[src/rtl/als_pkg.sv]
/*
  Shared constants and types of the light sensor readout.
  Assumes a single 50 MHz system clock.
*/
package als_pkg;

  // Bus address and command codes
  localparam logic [6:0] SLAVE_ADDR  = 7'h39;
  localparam logic [7:0] CMD_CONT    = 8'h0c;
  localparam logic [7:0] CMD_ONCE    = 8'h04;
  localparam logic [7:0] CMD_START   = 8'h08;
  localparam logic [7:0] CMD_STOP    = 8'h30;
  localparam logic [7:0] CMD_RESET   = 8'h80;
  localparam int         OFF_BIT     = 7;

  // Result word layout
  localparam int          VALID_BIT    = 15;
  localparam int          COUNT_W      = 15;
  localparam logic [15:0] RESULT_RESET = 16'h0000;

  // Integration period limits in milliseconds
  localparam logic [8:0] TINT_MIN_MS = 9'h032;
  localparam logic [8:0] TINT_MAX_MS = 9'h190;
  localparam logic [8:0] TINT_DEF_MS = 9'h064;

  // Timing: one millisecond tick
  localparam int unsigned CLK_HZ      = 50000000;
  localparam int unsigned TICK_MS     = 1;
  localparam int unsigned TICK_CYCLES = CLK_HZ / 1000 * TICK_MS;

  // Operating modes
  typedef enum logic [2:0] {
    M_OFF  = 3'h1,
    M_CONT = 3'h2,
    M_ONCE = 3'h4
  } als_mode_e;

  // Serial slave states
  typedef enum logic [6:0] {
    S_IDLE = 7'h01,
    S_ADDR = 7'h02,
    S_AACK = 7'h04,
    S_WR   = 7'h08,
    S_WACK = 7'h10,
    S_RD   = 7'h20,
    S_RACK = 7'h40
  } als_state_e;

endpackage

[src/rtl/als_counter.sv]
/*
  Saturating light pulse counter of the integrator.
  Assumes pulse is a one-cycle edge already in the clock domain.
*/
module als_counter (
  input  wire logic                       ref_clk,
  input  wire logic                       rst_n,
  input  wire logic                       clk_en,
  input  wire logic                       clear,
  input  wire logic                       count_en,
  input  wire logic                       pulse,
  output logic [als_pkg::COUNT_W-1:0]     count_o
);

  localparam logic [als_pkg::COUNT_W-1:0] CNT_FULL = 15'h7fff;

  logic [als_pkg::COUNT_W-1:0] cnt_q;

  // Count edges, stick at full scale rather than wrap
  always_ff @(posedge ref_clk or negedge rst_n) begin
    if (!rst_n) begin
      cnt_q <= 15'h0000;
    end else if (clk_en) begin
      if (clear) begin
        cnt_q <= 15'h0000;
      end else if (count_en && pulse && cnt_q != CNT_FULL) begin
        cnt_q <= cnt_q + 15'h0001;
      end
    end
  end

  assign count_o = cnt_q;
endmodule // als_counter

[src/rtl/als_readout.sv]
/*
  Ambient light sensor readout: two-wire serial slave, command decode,
  mode control, integration timing and the 16-bit result word.
  Assumes scl/sda and the light pulse arrive asynchronously and that
  the resistor setting tint_ms_i is static while in use.
*/
// Function
// After reset the block is shut down and does not integrate.
// Command 0x0c selects continuous mode, refreshing each period.
// A read at address 0x39 returns the high result byte first.
// In continuous mode bit 15 is 0 until the first period ends.
// In continuous mode the result changes only at a period end.
// Command 0x04 selects one-time mode with bus-timed windows.
// In one-time mode command 0x08 starts an integration.
// Start clears the result to zero and is ignored when continuous.
// Command 0x30 ends a one-time integration and freezes the count.
// Stop sets bit 15 and is ignored in continuous mode.
// In one-time mode bit 15 stays 0 until a stop has been taken.
// A one-time result holds until a new start and stop complete; the code clears it to zero at the new start.
// Command 0x8c returns the block to shutdown from any mode.
// Bytes with bit 7 set shut down and are read back as written.
// The continuous period follows the setting, 50 to 400 ms.
// The recommended setting gives a 100 ms period.
// The master spaces start and stop by multiples of 100 ms.
module als_readout #(
  parameter int unsigned TICK_CYCLES = als_pkg::TICK_CYCLES
) (
  input  wire logic        ref_clk,
  input  wire logic        resetn,
  input  wire logic        clk_en,
  input  wire logic        scl_i,
  input  wire logic        sda_i,
  output logic             sda_o,
  output logic             sda_oe,
  input  wire logic        light_pulse_i,
  input  wire logic [8:0]  tint_ms_i,
  output logic             active_o,
  output logic [15:0]      result_o
);

  localparam logic [15:0] TICK_LAST = 16'(TICK_CYCLES - 1);

  logic [1:0]               rst_sync_q;
  logic                     rst_n;
  logic [11:0]              meta_q;
  logic [11:0]              sync_q;
  logic                     scl_p_q, sda_p_q, pulse_p_q;
  logic                     scl_s, sda_s, pulse_s;
  logic [8:0]               tint_s, period_ms;
  logic                     start_cond, stop_cond, scl_rise, scl_fall;
  als_pkg::als_state_e      state_q;
  als_pkg::als_mode_e       mode_q;
  logic [2:0]               bit_cnt_q;
  logic [7:0]               shreg_q, tx_q, tx_next, cmd_q, cmd_byte_q;
  logic                     rd_dir_q, byte_idx_q, more_q, sda_oe_q;
  logic                     cmd_stb_q, run_q;
  logic [15:0]              snap_q, result_q;
  logic [15:0]              tick_cnt_q;
  logic [8:0]               ms_cnt_q;
  logic                     period_end, go_cont, go_once, go_off;
  logic                     activation, start_cmd, stop_cmd;
  logic                     cnt_clear, cnt_en;
  logic [als_pkg::COUNT_W-1:0] count;

  ////////////////////////////////////////////////////////////////////////
  // Reset release and input synchronisers

  always_ff @(posedge ref_clk or negedge resetn) begin
    if (!resetn) begin
      rst_sync_q <= 2'h0;
    end else begin
      rst_sync_q <= {rst_sync_q[0], 1'b1};
    end
  end
  assign rst_n = rst_sync_q[1];

  // Two stages; tint is static so a bus sync is safe here
  always_ff @(posedge ref_clk or negedge rst_n) begin
    if (!rst_n) begin
      meta_q <= 12'hfff;
      sync_q <= 12'hfff;
    end else if (clk_en) begin
      meta_q <= {tint_ms_i, light_pulse_i, sda_i, scl_i};
      sync_q <= meta_q;
    end
  end

  // Previous samples for edge detection
  always_ff @(posedge ref_clk or negedge rst_n) begin
    if (!rst_n) begin
      scl_p_q   <= 1'b1;
      sda_p_q   <= 1'b1;
      pulse_p_q <= 1'b1;
    end else if (clk_en) begin
      scl_p_q   <= scl_s;
      sda_p_q   <= sda_s;
      pulse_p_q <= pulse_s;
    end
  end

  assign scl_s      = sync_q[0];
  assign sda_s      = sync_q[1];
  assign pulse_s    = sync_q[2];
  assign tint_s     = sync_q[11:3];
  assign start_cond = scl_s && scl_p_q && sda_p_q && !sda_s;
  assign stop_cond  = scl_s && scl_p_q && !sda_p_q && sda_s;
  assign scl_rise   = scl_s && !scl_p_q;
  assign scl_fall   = !scl_s && scl_p_q;

  ////////////////////////////////////////////////////////////////////////
  // Serial slave

  // high byte first
  // shutdown byte read back
  always_comb begin
    if (byte_idx_q) begin
      tx_next = snap_q[7:0];
    end else if (mode_q == als_pkg::M_OFF) begin
      tx_next = cmd_q;
    end else begin
      tx_next = snap_q[15:8];
    end
  end

  // Snapshot at address match keeps both bytes of a word coherent
  always_ff @(posedge ref_clk or negedge rst_n) begin
    if (!rst_n) begin
      state_q    <= als_pkg::S_IDLE;
      bit_cnt_q  <= 3'h0;
      shreg_q    <= 8'h00;
      tx_q       <= 8'h00;
      rd_dir_q   <= 1'b0;
      byte_idx_q <= 1'b0;
      more_q     <= 1'b0;
      sda_oe_q   <= 1'b0;
      snap_q     <= als_pkg::RESULT_RESET;
      cmd_stb_q  <= 1'b0;
      cmd_byte_q <= 8'h00;
    end else if (clk_en) begin
      cmd_stb_q <= 1'b0;
      if (start_cond) begin
        state_q   <= als_pkg::S_ADDR;
        bit_cnt_q <= 3'h0;
        sda_oe_q  <= 1'b0;
      end else if (stop_cond) begin
        state_q  <= als_pkg::S_IDLE;
        sda_oe_q <= 1'b0;
      end else begin
        unique case (state_q)
          als_pkg::S_IDLE: begin
          end
          // answer only our address
          als_pkg::S_ADDR: if (scl_rise) begin
            shreg_q   <= {shreg_q[6:0], sda_s};
            bit_cnt_q <= bit_cnt_q + 3'h1;
            if (bit_cnt_q == 3'h7) begin
              if (shreg_q[6:0] == als_pkg::SLAVE_ADDR) begin
                state_q    <= als_pkg::S_AACK;
                rd_dir_q   <= sda_s;
                snap_q     <= result_q;
                byte_idx_q <= 1'b0;
              end else begin
                state_q <= als_pkg::S_IDLE;
              end
            end
          end
          als_pkg::S_AACK: if (scl_fall) begin
            bit_cnt_q <= 3'h0;
            if (!sda_oe_q) begin
              sda_oe_q <= 1'b1;
            end else if (rd_dir_q) begin
              tx_q     <= tx_next;
              sda_oe_q <= !tx_next[7];
              state_q  <= als_pkg::S_RD;
            end else begin
              sda_oe_q <= 1'b0;
              state_q  <= als_pkg::S_WR;
            end
          end
          als_pkg::S_WR: if (scl_rise) begin
            shreg_q   <= {shreg_q[6:0], sda_s};
            bit_cnt_q <= bit_cnt_q + 3'h1;
            if (bit_cnt_q == 3'h7) begin
              cmd_stb_q  <= 1'b1;
              cmd_byte_q <= {shreg_q[6:0], sda_s};
              state_q    <= als_pkg::S_WACK;
            end
          end
          als_pkg::S_WACK: if (scl_fall) begin
            if (!sda_oe_q) begin
              sda_oe_q <= 1'b1;
            end else begin
              sda_oe_q  <= 1'b0;
              bit_cnt_q <= 3'h0;
              state_q   <= als_pkg::S_WR;
            end
          end
          als_pkg::S_RD: if (scl_fall) begin
            bit_cnt_q <= bit_cnt_q + 3'h1;
            if (bit_cnt_q == 3'h7) begin
              sda_oe_q   <= 1'b0;   // Release for the master's ack
              more_q     <= 1'b0;
              byte_idx_q <= !byte_idx_q;
              state_q    <= als_pkg::S_RACK;
            end else begin
              tx_q     <= {tx_q[6:0], 1'b0};
              sda_oe_q <= !tx_q[6];
            end
          end
          als_pkg::S_RACK: begin
            if (scl_rise && !more_q) begin
              if (sda_s) begin
                state_q <= als_pkg::S_IDLE;   // Nack ends the read
              end else begin
                more_q <= 1'b1;
              end
            end else if (scl_fall && more_q) begin
              tx_q      <= tx_next;
              sda_oe_q  <= !tx_next[7];
              bit_cnt_q <= 3'h0;
              more_q    <= 1'b0;
              state_q   <= als_pkg::S_RD;
            end
          end
          default: state_q <= als_pkg::S_IDLE;
        endcase
      end
    end
  end

  assign sda_o  = 1'b0;
  assign sda_oe = sda_oe_q;

  ////////////////////////////////////////////////////////////////////////
  // Command decode and mode control

  // shutdown on bit 7
  assign go_off     = cmd_stb_q && cmd_byte_q[als_pkg::OFF_BIT];
  assign go_cont    = cmd_stb_q && cmd_byte_q == als_pkg::CMD_CONT;
  assign go_once    = cmd_stb_q && cmd_byte_q == als_pkg::CMD_ONCE;
  assign activation = go_cont || go_once;
  // start ignored outside one-time
  assign start_cmd  = cmd_stb_q && cmd_byte_q == als_pkg::CMD_START &&
                      mode_q == als_pkg::M_ONCE;
  // stop ignored outside one-time
  assign stop_cmd   = cmd_stb_q && cmd_byte_q == als_pkg::CMD_STOP &&
                      mode_q == als_pkg::M_ONCE && run_q;

  // shutdown after reset
  // continuous mode select
  // one-time mode select
  always_ff @(posedge ref_clk or negedge rst_n) begin
    if (!rst_n) begin
      mode_q <= als_pkg::M_OFF;
    end else if (clk_en) begin
      if (go_off) begin
        mode_q <= als_pkg::M_OFF;
      end else if (go_cont) begin
        mode_q <= als_pkg::M_CONT;
      end else if (go_once) begin
        mode_q <= als_pkg::M_ONCE;
      end
    end
  end

  // keep every written byte
  always_ff @(posedge ref_clk or negedge rst_n) begin
    if (!rst_n) begin
      cmd_q <= als_pkg::CMD_RESET;
    end else if (clk_en && cmd_stb_q) begin
      cmd_q <= cmd_byte_q;
    end
  end

  // window open between start and stop
  // stop closes window
  always_ff @(posedge ref_clk or negedge rst_n) begin
    if (!rst_n) begin
      run_q <= 1'b0;
    end else if (clk_en) begin
      if (activation || go_off || stop_cmd) begin
        run_q <= 1'b0;
      end else if (start_cmd) begin
        run_q <= 1'b1;
      end
    end
  end

  ////////////////////////////////////////////////////////////////////////
  // Integration timing and result

  // clamp the period to the supported range
  always_comb begin
    if (tint_s < als_pkg::TINT_MIN_MS) begin
      period_ms = als_pkg::TINT_MIN_MS;
    end else if (tint_s > als_pkg::TINT_MAX_MS) begin
      period_ms = als_pkg::TINT_MAX_MS;
    end else begin
      period_ms = tint_s;
    end
  end

  // one millisecond per setting step
  assign period_end = mode_q == als_pkg::M_CONT && !activation &&
                      tick_cnt_q == TICK_LAST &&
                      ms_cnt_q == period_ms - 9'h001;

  always_ff @(posedge ref_clk or negedge rst_n) begin
    if (!rst_n) begin
      tick_cnt_q <= 16'h0000;
      ms_cnt_q   <= 9'h000;
    end else if (clk_en) begin
      if (mode_q != als_pkg::M_CONT || activation) begin
        tick_cnt_q <= 16'h0000;
        ms_cnt_q   <= 9'h000;
      end else if (tick_cnt_q == TICK_LAST) begin
        tick_cnt_q <= 16'h0000;
        ms_cnt_q   <= period_end ? 9'h000 : ms_cnt_q + 9'h001;
      end else begin
        tick_cnt_q <= tick_cnt_q + 16'h0001;
      end
    end
  end

  // no counting while shut down
  assign cnt_en    = mode_q == als_pkg::M_CONT ||
                     (mode_q == als_pkg::M_ONCE && run_q);
  assign cnt_clear = activation || start_cmd || period_end;

  als_counter u_counter (
    .ref_clk  (ref_clk),
    .rst_n    (rst_n),
    .clk_en   (clk_en),
    .clear    (cnt_clear),
    .count_en (cnt_en),
    .pulse    (pulse_s && !pulse_p_q),
    .count_o  (count)
  );

  // invalid until first period
  // loads only at period end
  // start zeroes the word
  // invalid until stop
  // held until next start
  always_ff @(posedge ref_clk or negedge rst_n) begin
    if (!rst_n) begin
      result_q <= als_pkg::RESULT_RESET;
    end else if (clk_en) begin
      if (activation || start_cmd) begin
        result_q <= als_pkg::RESULT_RESET;
      end else if (period_end || stop_cmd) begin
        result_q <= {1'b1, count};
      end
    end
  end

  assign result_o = result_q;
  assign active_o = mode_q != als_pkg::M_OFF;
endmodule // als_readout

[config.mk]
export PLATFORM = sky130hd
export DESIGN_NAME = als_readout
export DESIGN_NICKNAME = d
export VERILOG_FILES = /design/src/rtl/als_pkg.sv /design/src/rtl/als_counter.sv /design/src/rtl/als_readout.sv
export SDC_FILE = /design/constraint.sdc
export NUM_CORES = 1
export LEC_CHECK = 0
export BUFFER_PORTS_ARGS = -buffer_cell sky130_fd_sc_hd__buf_2
export CORE_ASPECT_RATIO = 1.5
export CORE_MARGIN = 2
export CORE_UTILIZATION = 58
export CTS_BUF_LIST = sky130_fd_sc_hd__clkbuf_8
export CTS_CLUSTER_DIAMETER = 60
export DETAILED_ROUTE_END_ITERATION = 12
export HOLD_SLACK_MARGIN = 0.12
export PLACE_DENSITY = 0.84
export SYNTH_ARGS = -nofsm -noshare
export SYNTH_HDL_FRONTEND = slang
export SYNTH_HIERARCHICAL = 1
export SYNTH_SLANG_ARGS = --single-unit
[constraint.sdc]
create_clock -name ref_clk -period 4 [get_ports ref_clk]
set_input_delay 0.4 -clock ref_clk [delete_from_list [all_inputs] [get_ports ref_clk]]
set_output_delay 0.4 -clock ref_clk [all_outputs]
set_load 0.01 [all_outputs]
==> results of run 1 <==
## area by class of cell
type                    count  area, um2  area share (%)
well taps                 162        203            2.29
clock buffers              17        234            2.64
clock inverters            15        181            2.05
flip-flops and latches    150       3790            42.8
inverters                  22       82.6           0.932
repair buffers             56        355            4.01
multi-input cells         569       4010            45.3
## cell usage in the layout, fill, tap and decap left out, types with 6 or more instances in the layout
| cell | synthesis | final |
|---|---|---|
| buf_4 | 1 | 22 |
| nor4_1 | 9 | 9 |
| mux2i_1 | 12 | 12 |
| nor2_1 | 63 | 63 |
| a211o_1 | 8 | 8 |
| o21ai_0 | 24 | 24 |
| nand4_1 | 7 | 7 |
| nand3_1 | 30 | 30 |
| o311ai_0 | 7 | 6 |
| ha_1 | 6 | 6 |
| dfrtp_1 | 120 | 119 |
| dfstp_2 | 30 | 30 |
| a211oi_1 | 7 | 7 |
| nand2b_1 | 7 | 7 |
| a22o_1 | 18 | 18 |
| xor2_1 | 11 | 11 |
| clkbuf_8 | 0 | 17 |
| xnor2_1 | 6 | 6 |
| and2_1 | 6 | 6 |
| buf_2 | 2 | 32 |
| nor2b_1 | 9 | 9 |
| or4_1 | 11 | 11 |
| inv_1 | 21 | 21 |
| o211ai_1 | 9 | 9 |
| a21oi_1 | 38 | 38 |
| mux2_2 | 73 | 73 |
| nor3_1 | 12 | 11 |
| nand2_1 | 67 | 67 |
| nand4b_1 | 6 | 6 |
| nor4b_1 | 7 | 6 |
| and3_1 | 17 | 17 |
## power by group through the flow
stage	logic [W]	clock network, W	registers, W
6_report	0.000453	0.00121	0.00174
5_1_grt	0.000495	0.00129	0.00175
4_1_cts	0.000448	0.00123	0.00174
3_5_place_dp	0.000443	0	0.00176
3_3_place_gp	0.000428	0	0.00176
2_1_floorplan	0.000358	0	0.00171
## routing by layer
| layer | part of all wire, % | global-route usage, % | wire length (um) |
|---|---|---|---|
| met1 | 40 | 33.0 | 7700 |
| met2 | 53 | 47.9 | 10400 |
| met3 | 4.9 | 5.67 | 951 |
| met4 | 2.2 | 10.4 | 424 |
| met5 | 0 | 0 | 0 |
## worst paths after layout
path | startpoint | to | slack (ns) | cells after the start
hold reg to reg | rst_sync_q[0] | rst_sync_q[1] | 0.36 | 0
hold / removal | tint_ms_i[5] | meta_q[8] | 0.17 | 2
setup reg to reg | sync_q[11] | result_o[5] | 0.25 | 14
max in group asynchronous | rst_sync_q[1] | cmd_q[7] | 2.51 | 1
setup / recovery | sync_q[11] | result_o[5] | 0.25 | 14
min in group asynchronous | resetn | rst_sync_q[1] | 0.25 | 2
## state kept, by name, indices dropped and copies added (netlist names), 3 cells and up
| signal | flops |
|---|---|
| bit_cnt_q | 3 |
| cmd_byte_q | 8 |
| cmd_q | 8 |
| meta_q | 12 |
| mode_q | 3 |
| ms_cnt_q | 9 |
| result_o | 16 |
| shreg_q | 7 |
| snap_q | 16 |
| state_q | 7 |
| sync_q | 12 |
| tick_cnt_q | 16 |
| tx_q | 7 |
| u_counter/count_o | 15 |
## cell families after synthesis
logic type | share of synthesized area, %
buffers and inverters | 3.07
xor gates and xnor gates | 1.86
muxes | 11.7
DFF | 47.3
other | 0.0936
AOI/OAI and AO/OA | 16.1
and+or+nand+nor | 19.0
adders and majority gates | 0.936
## what timing repair did
action                     CTS  global route
hold buffers                 1             0
hold endpoints to repair     2             0
setup endpoints to repair    0            17
resized for setup            0             3
## through the flow
stage	instance area [um2]	power [W]	worst slack [ns]	std cells
6_report	8860	0.00340	0.248	991
5_1_grt	8860	0.00354	0.0148	991
4_1_cts	8850	0.00341	0.158	991
3_5_place_dp	8430	0.00221	0.195	958
3_3_place_gp	8430	0.00218	0.235	958
2_1_floorplan	8020	0.00207	0.256	779
==> impl_metrics.csv, run 1 <==
group,metric,value,unit
status,outcome,"finished clean",
grt,grt_max_degree,84,
grt,grt_pass1_wl,32400,um
detailed_routing,drt_iter0_drc,608,
power_and_ir_drop,ir_drop,0.000189,V
power_and_ir_drop,switching_share,30.9,%
setup_path,cp.arrival,4.11,ns
detailed_routing,vias,6500,
cts,clkSinkCount,150,
synthesis,synth_top_area_share,37.4,%
placement,hpwl,13800,um
die,pin_count,34,
power_and_ir_drop,switching_power,0.00105,W
power_and_ir_drop,p_leak,3.97,nW
synthesis,avgSynthCellArea,10.3,um2
placement,numPortBuffers,32,
synthesis,synthFlopType,"dfrtp_1",
sta,hold_viol,0,
cts,clock_latency,0.46,ns
setup_path,required,4.36,ns
power_and_ir_drop,clkPwrFrac,35.6,%
detailed_routing,drcViolationCount,0,
die,core,13500,um2
sta,fin_tns_setup,0,ns
grt,grt_pass1_vias,6560,
setup_path,cp_top_family,"simple AND/OR/NAND/NOR gates",
detailed_routing,final_antenna_net_count,0,
grt,antenna_found_initial,0,
placement,place_congestion,0.951,
power_and_ir_drop,internal_power,0.00235,W
cts,path_clk_slew,0.10,ns
synthesis,yosysTopAreaCell,"dfrtp_1",
setup_path,crit_type,"reg2reg",
setup_path,crit_chain,"or3_1 -> o21a_1 -> nand2_1 -> ha_1 -> nor4b_1 -> buf_4 -> a21bo_2 -> nand4b_1 -> or4b_4 -> a2111oi_4 -> buf_4 -> o21ai_2 -> buf_4 -> a22o_1",
detailed_routing,drt-total-wl,19400,um
synthesis,synth-seq-area-share,47.3,%
setup_path,end_kind,"flip-flop",
sta,final_max_slew_viol_count,0,
sta,whs,0.174,ns
synthesis,yosysWarnings,6,
cells_and_area,fillers,1059,
cells_and_area,drive_above_1_share,26.4,%
synthesis,syn_inst,779,
sta,clock_skew,0.0183,ns
cts,cts_tree,"yes",
die,rows,52,
job,drv_cap,0,
hold_path,min_path_type,"in2reg",
grt,grt_overflow,0,
grt,grtUsageTotal,27.4,%
die,dieArea,14800,um2
cts,root_buffer,"clkbuf_8",
sta,min_period,3.75,ns
setup_path,cp_slowest_cell,"or4b_4",
synthesis,ys_ff_latch,150,
detailed_routing,wl_per_cell,19.6,um
sta,post-route-period-util,93.8,%
setup_path,crit_fanout,15,
setup_path,cp-start-kind,"flip-flop",
sta,worst_slew_pin_slew,1.21,ns
setup_path,max_stage_delay,0.52,ns
sta,slew_headroom,18.9,%
detailed_routing,via_per_inst,6.56,
power_and_ir_drop,p_seq_share,51.1,%
cells_and_area,nets,837,
synthesis,synth_edf_count,0,
cts,post-cts-setup-buffers,0,
detailed_routing,first_pass_iters,5,
die,die_w,100,um
setup_path,cpMostUsedCell,"buf_4",
synthesis,syn_nets,800,
die,fp.dieH,148,um
cells_and_area,synthToLayoutAreaGrowth,10.5,%
sta,rsz0062_at_grt,"no",
synthesis,ys_top_cells_by_count,"120 x dfrtp_1, 73 x mux2_2, 67 x nand2_1",
cells_and_area,antenna_cells,0,
power_and_ir_drop,combPwrFrac,13.3,%
power_and_ir_drop,power.density,384,nW/um2
synthesis,async_flop_share,100,%
synthesis,synth.cell_area,8020,um2
synthesis,yosysMostFrequentCell,"dfrtp_1",
synthesis,synth.area.top_cells,"dfrtp_1 37%, mux2_2 10%, dfstp_2 9.8%",
die,initial_core_util,59.3,%
cts,h-tree-depth,4,
synthesis,synth_cell_types,80,
cts,clockBufferDepth,2,
sta,clock.fmax,267,MHz
cells_and_area,fin_util,65.5,%
sta,setup_viol,0,
setup_path,crit_buf_inv,3,
cts,cts_inserted_buffers,17,
(Power assumes the default switching activity.)
==> inputs of run 2 (changes only) <==
--- a/config.mk
+++ b/config.mk
@@ -5,7 +5,7 @@
 export SDC_FILE = /design/constraint.sdc
 export NUM_CORES = 1
 export LEC_CHECK = 0
-export BUFFER_PORTS_ARGS = -buffer_cell sky130_fd_sc_hd__buf_2
+export BUFFER_PORTS_ARGS = -buffer_cell sky130_fd_sc_hd__buf_4
 export CORE_ASPECT_RATIO = 1.5
 export CORE_MARGIN = 2
 export CORE_UTILIZATION = 58
==> run 2 against run 1 <==
  * Critical endpoint is now ms_cnt_q[6]
  * Die area unchanged
  * Cell area up 0.65%
  * Via count about the same
  * Count of clock-buffer cells in the layout up 1
  * Highest routed layer unchanged
  * Utilization up 0.43 points
  * Worst hold slack better by 0.0093 ns
  * Sequential share of layout area down 0.28 points
  * Sequential power about the same
  * First-iteration DRC count down 31%
  * Non-clock buffer count down 3
==> impl_metrics.csv, run 2 (synthesis gave the netlist of run 1 again) <==
group,metric,value,unit
power_and_ir_drop,switching_share,29.7,%
detailed_routing,drt-total-wl,18800,um
sta,hold_viol,0,
die,core,13500,um2
power_and_ir_drop,clkPwrFrac,34.9,%
sta,setup_ws,0.189,ns
cts,clock_latency,0.45,ns
setup_path,cp.arrival,4.14,ns
sta,setup_viol,0,
sta,post-route-period-util,95.3,%
placement,numPortBuffers,32,
sta,clock_skew,0.0207,ns
cells_and_area,synthToLayoutAreaGrowth,11.2,%
power_and_ir_drop,ir_drop,0.000207,V
status,outcome,"finished clean",
detailed_routing,vias,6505,
power_and_ir_drop,power.density,377,nW/um2
power_and_ir_drop,p_seq_share,51.7,%
cts,path_clk_slew,0.09,ns
detailed_routing,drcViolationCount,0,
detailed_routing,final_antenna_net_count,0,
placement,placed_cells,953,
cells_and_area,antenna_cells,0,
cells_and_area,final_cell_mix,"119 x dfrtp_1, 73 x mux2_2, 66 x nand2_1",
die,rows,52,
cells_and_area,drive_above_1_share,26.5,%
placement,place_congestion,0.942,
cells_and_area,fillers,1026,
grt,antenna_found_initial,0,
grt,grt_max_degree,81,
power_and_ir_drop,combPwrFrac,13.4,%
sta,clock.fmax,262,MHz
cells_and_area,nets,834,
setup_path,cp-start-kind,"flip-flop",
die,dieArea,14800,um2
cts,clockBufferDepth,2,
setup_path,required,4.33,ns
grt,grt_pass1_vias,6392,
cts,h-tree-depth,4,
sta,fin_tns_setup,0,ns
die,initial_core_util,59.3,%
sta,slew_headroom,40.5,%
grt,grt_overflow,0,
job,drv_cap,0,
sta,worst_slew_pin_slew,0.893,ns
sta,min_period,3.81,ns
grt,grt_pass1_wl,31400,um
cells_and_area,fin_cells,988,
power_and_ir_drop,internal_power,0.00236,W
placement,pre_cts_ws,0.167,ns
cells_and_area,final_common_cell,"dfrtp_1",
die,fp.dieH,148,um
power_and_ir_drop,p_leak,3.97,nW
placement,dpl_cell_area,8470,um2
detailed_routing,first_pass_iters,5,
detailed_routing,via_per_inst,6.58,
cts,cts_tree,"yes",
grt,grtUsageTotal,26.3,%
detailed_routing,wl_per_cell,19.0,um
cells_and_area,fin_area,8920,um2
cts,clkSinkCount,150,
detailed_routing,drt_iter0_drc,420,
cts,root_buffer,"clkbuf_8",
cts,cts_inserted_buffers,17,
placement,hpwl,13100,um
die,die_w,100,um
setup_path,end_kind,"flip-flop",
power_and_ir_drop,switching_power,0.00100,W
die,pin_count,34,
sta,final_max_slew_viol_count,0,
hold_path,min_path_type,"in2reg",
setup_path,crit_fanout,16,
setup_path,crit_type,"reg2reg",
run 2: layout make-up:
cell class	count	area [um2]	area share, %
multi-input combinational	569	4030	45.1
sequential	150	3790	42.5
timing repair buffer	53	413	4.63
clock buffer	18	248	2.78
tap	162	203	2.27
clock inverter	14	155	1.74
inverter	22	82.6	0.926
run 2: path summary, 6_finish.rpt:
| path | from | endpoint | slack [ns] | cells past startpoint |
|---|---|---|---|---|
| max | sync_q[10] | ms_cnt_q[6] | 0.19 | 13 |
| min | scl_i | meta_q[0] | 0.18 | 2 |
| max reg2reg | sync_q[10] | ms_cnt_q[6] | 0.19 | 13 |
| min reg2reg | rst_sync_q[0] | rst_sync_q[1] | 0.36 | 0 |
| max in group asynchronous | rst_sync_q[1] | cmd_q[7] | 2.60 | 1 |
| min in group asynchronous | resetn | rst_sync_q[1] | 0.27 | 2 |
run 2: power groups by stage:
stage / Clock, W / Combinational, W / Sequential, W
2_1_floorplan: 0 / 0.000358 / 0.00171
3_3_place_gp: 0 / 0.000425 / 0.00176
3_5_place_dp: 0 / 0.000439 / 0.00176
4_1_cts: 0.00120 / 0.000443 / 0.00174
5_1_grt: 0.00127 / 0.000495 / 0.00176
6_report: 0.00118 / 0.000449 / 0.00174
run 2: routing by layer:
metal | routed length (um) | GRT usage, % | part of all wire (%) | up-vias
li1 | - | - | - | 2964
met1 | 7610 | 32.1 | 41 | 3279
met2 | 10000 | 46.7 | 54 | 213
met3 | 734 | 5.39 | 3.9 | 49
met4 | 374 | 8.08 | 2.0 | 0
met5 | 0 | 0 | 0 | -
run 2: critical path: stages (launching register included):
cell	delay [ns]
dfstp_2	0.47
or3_4	0.45
o21a_1	0.25
nand2_1	0.08
ha_1	0.22
nor4b_1	0.33
a21bo_2	0.19
nand4b_1	0.14
or4b_4	0.53
a2111oi_4	0.33
buf_4	0.20
buf_4	0.14
a2111oi_0	0.09
a211o_1	0.28
run 2: timing repair:
item	in CTS	in global routing
hold buffers	1	0
setup endpoints to repair	0	35
gates resized for setup	0	6
buffers inserted	0	2
endpoints found under the hold margin	2	0
run 2: through the flow:
stage | power (W) | hold slack (ns) | util [%]
3_3_place_gp | 0.00218 | 0.183 | 62.6
2_1_floorplan | 0.00207 | 0.104 | -
6_report | 0.00336 | 0.183 | 65.9
5_1_grt | 0.00352 | 0.156 | 65.9
4_1_cts | 0.00338 | 0.164 | 65.6
3_5_place_dp | 0.00220 | 0.184 | 62.6
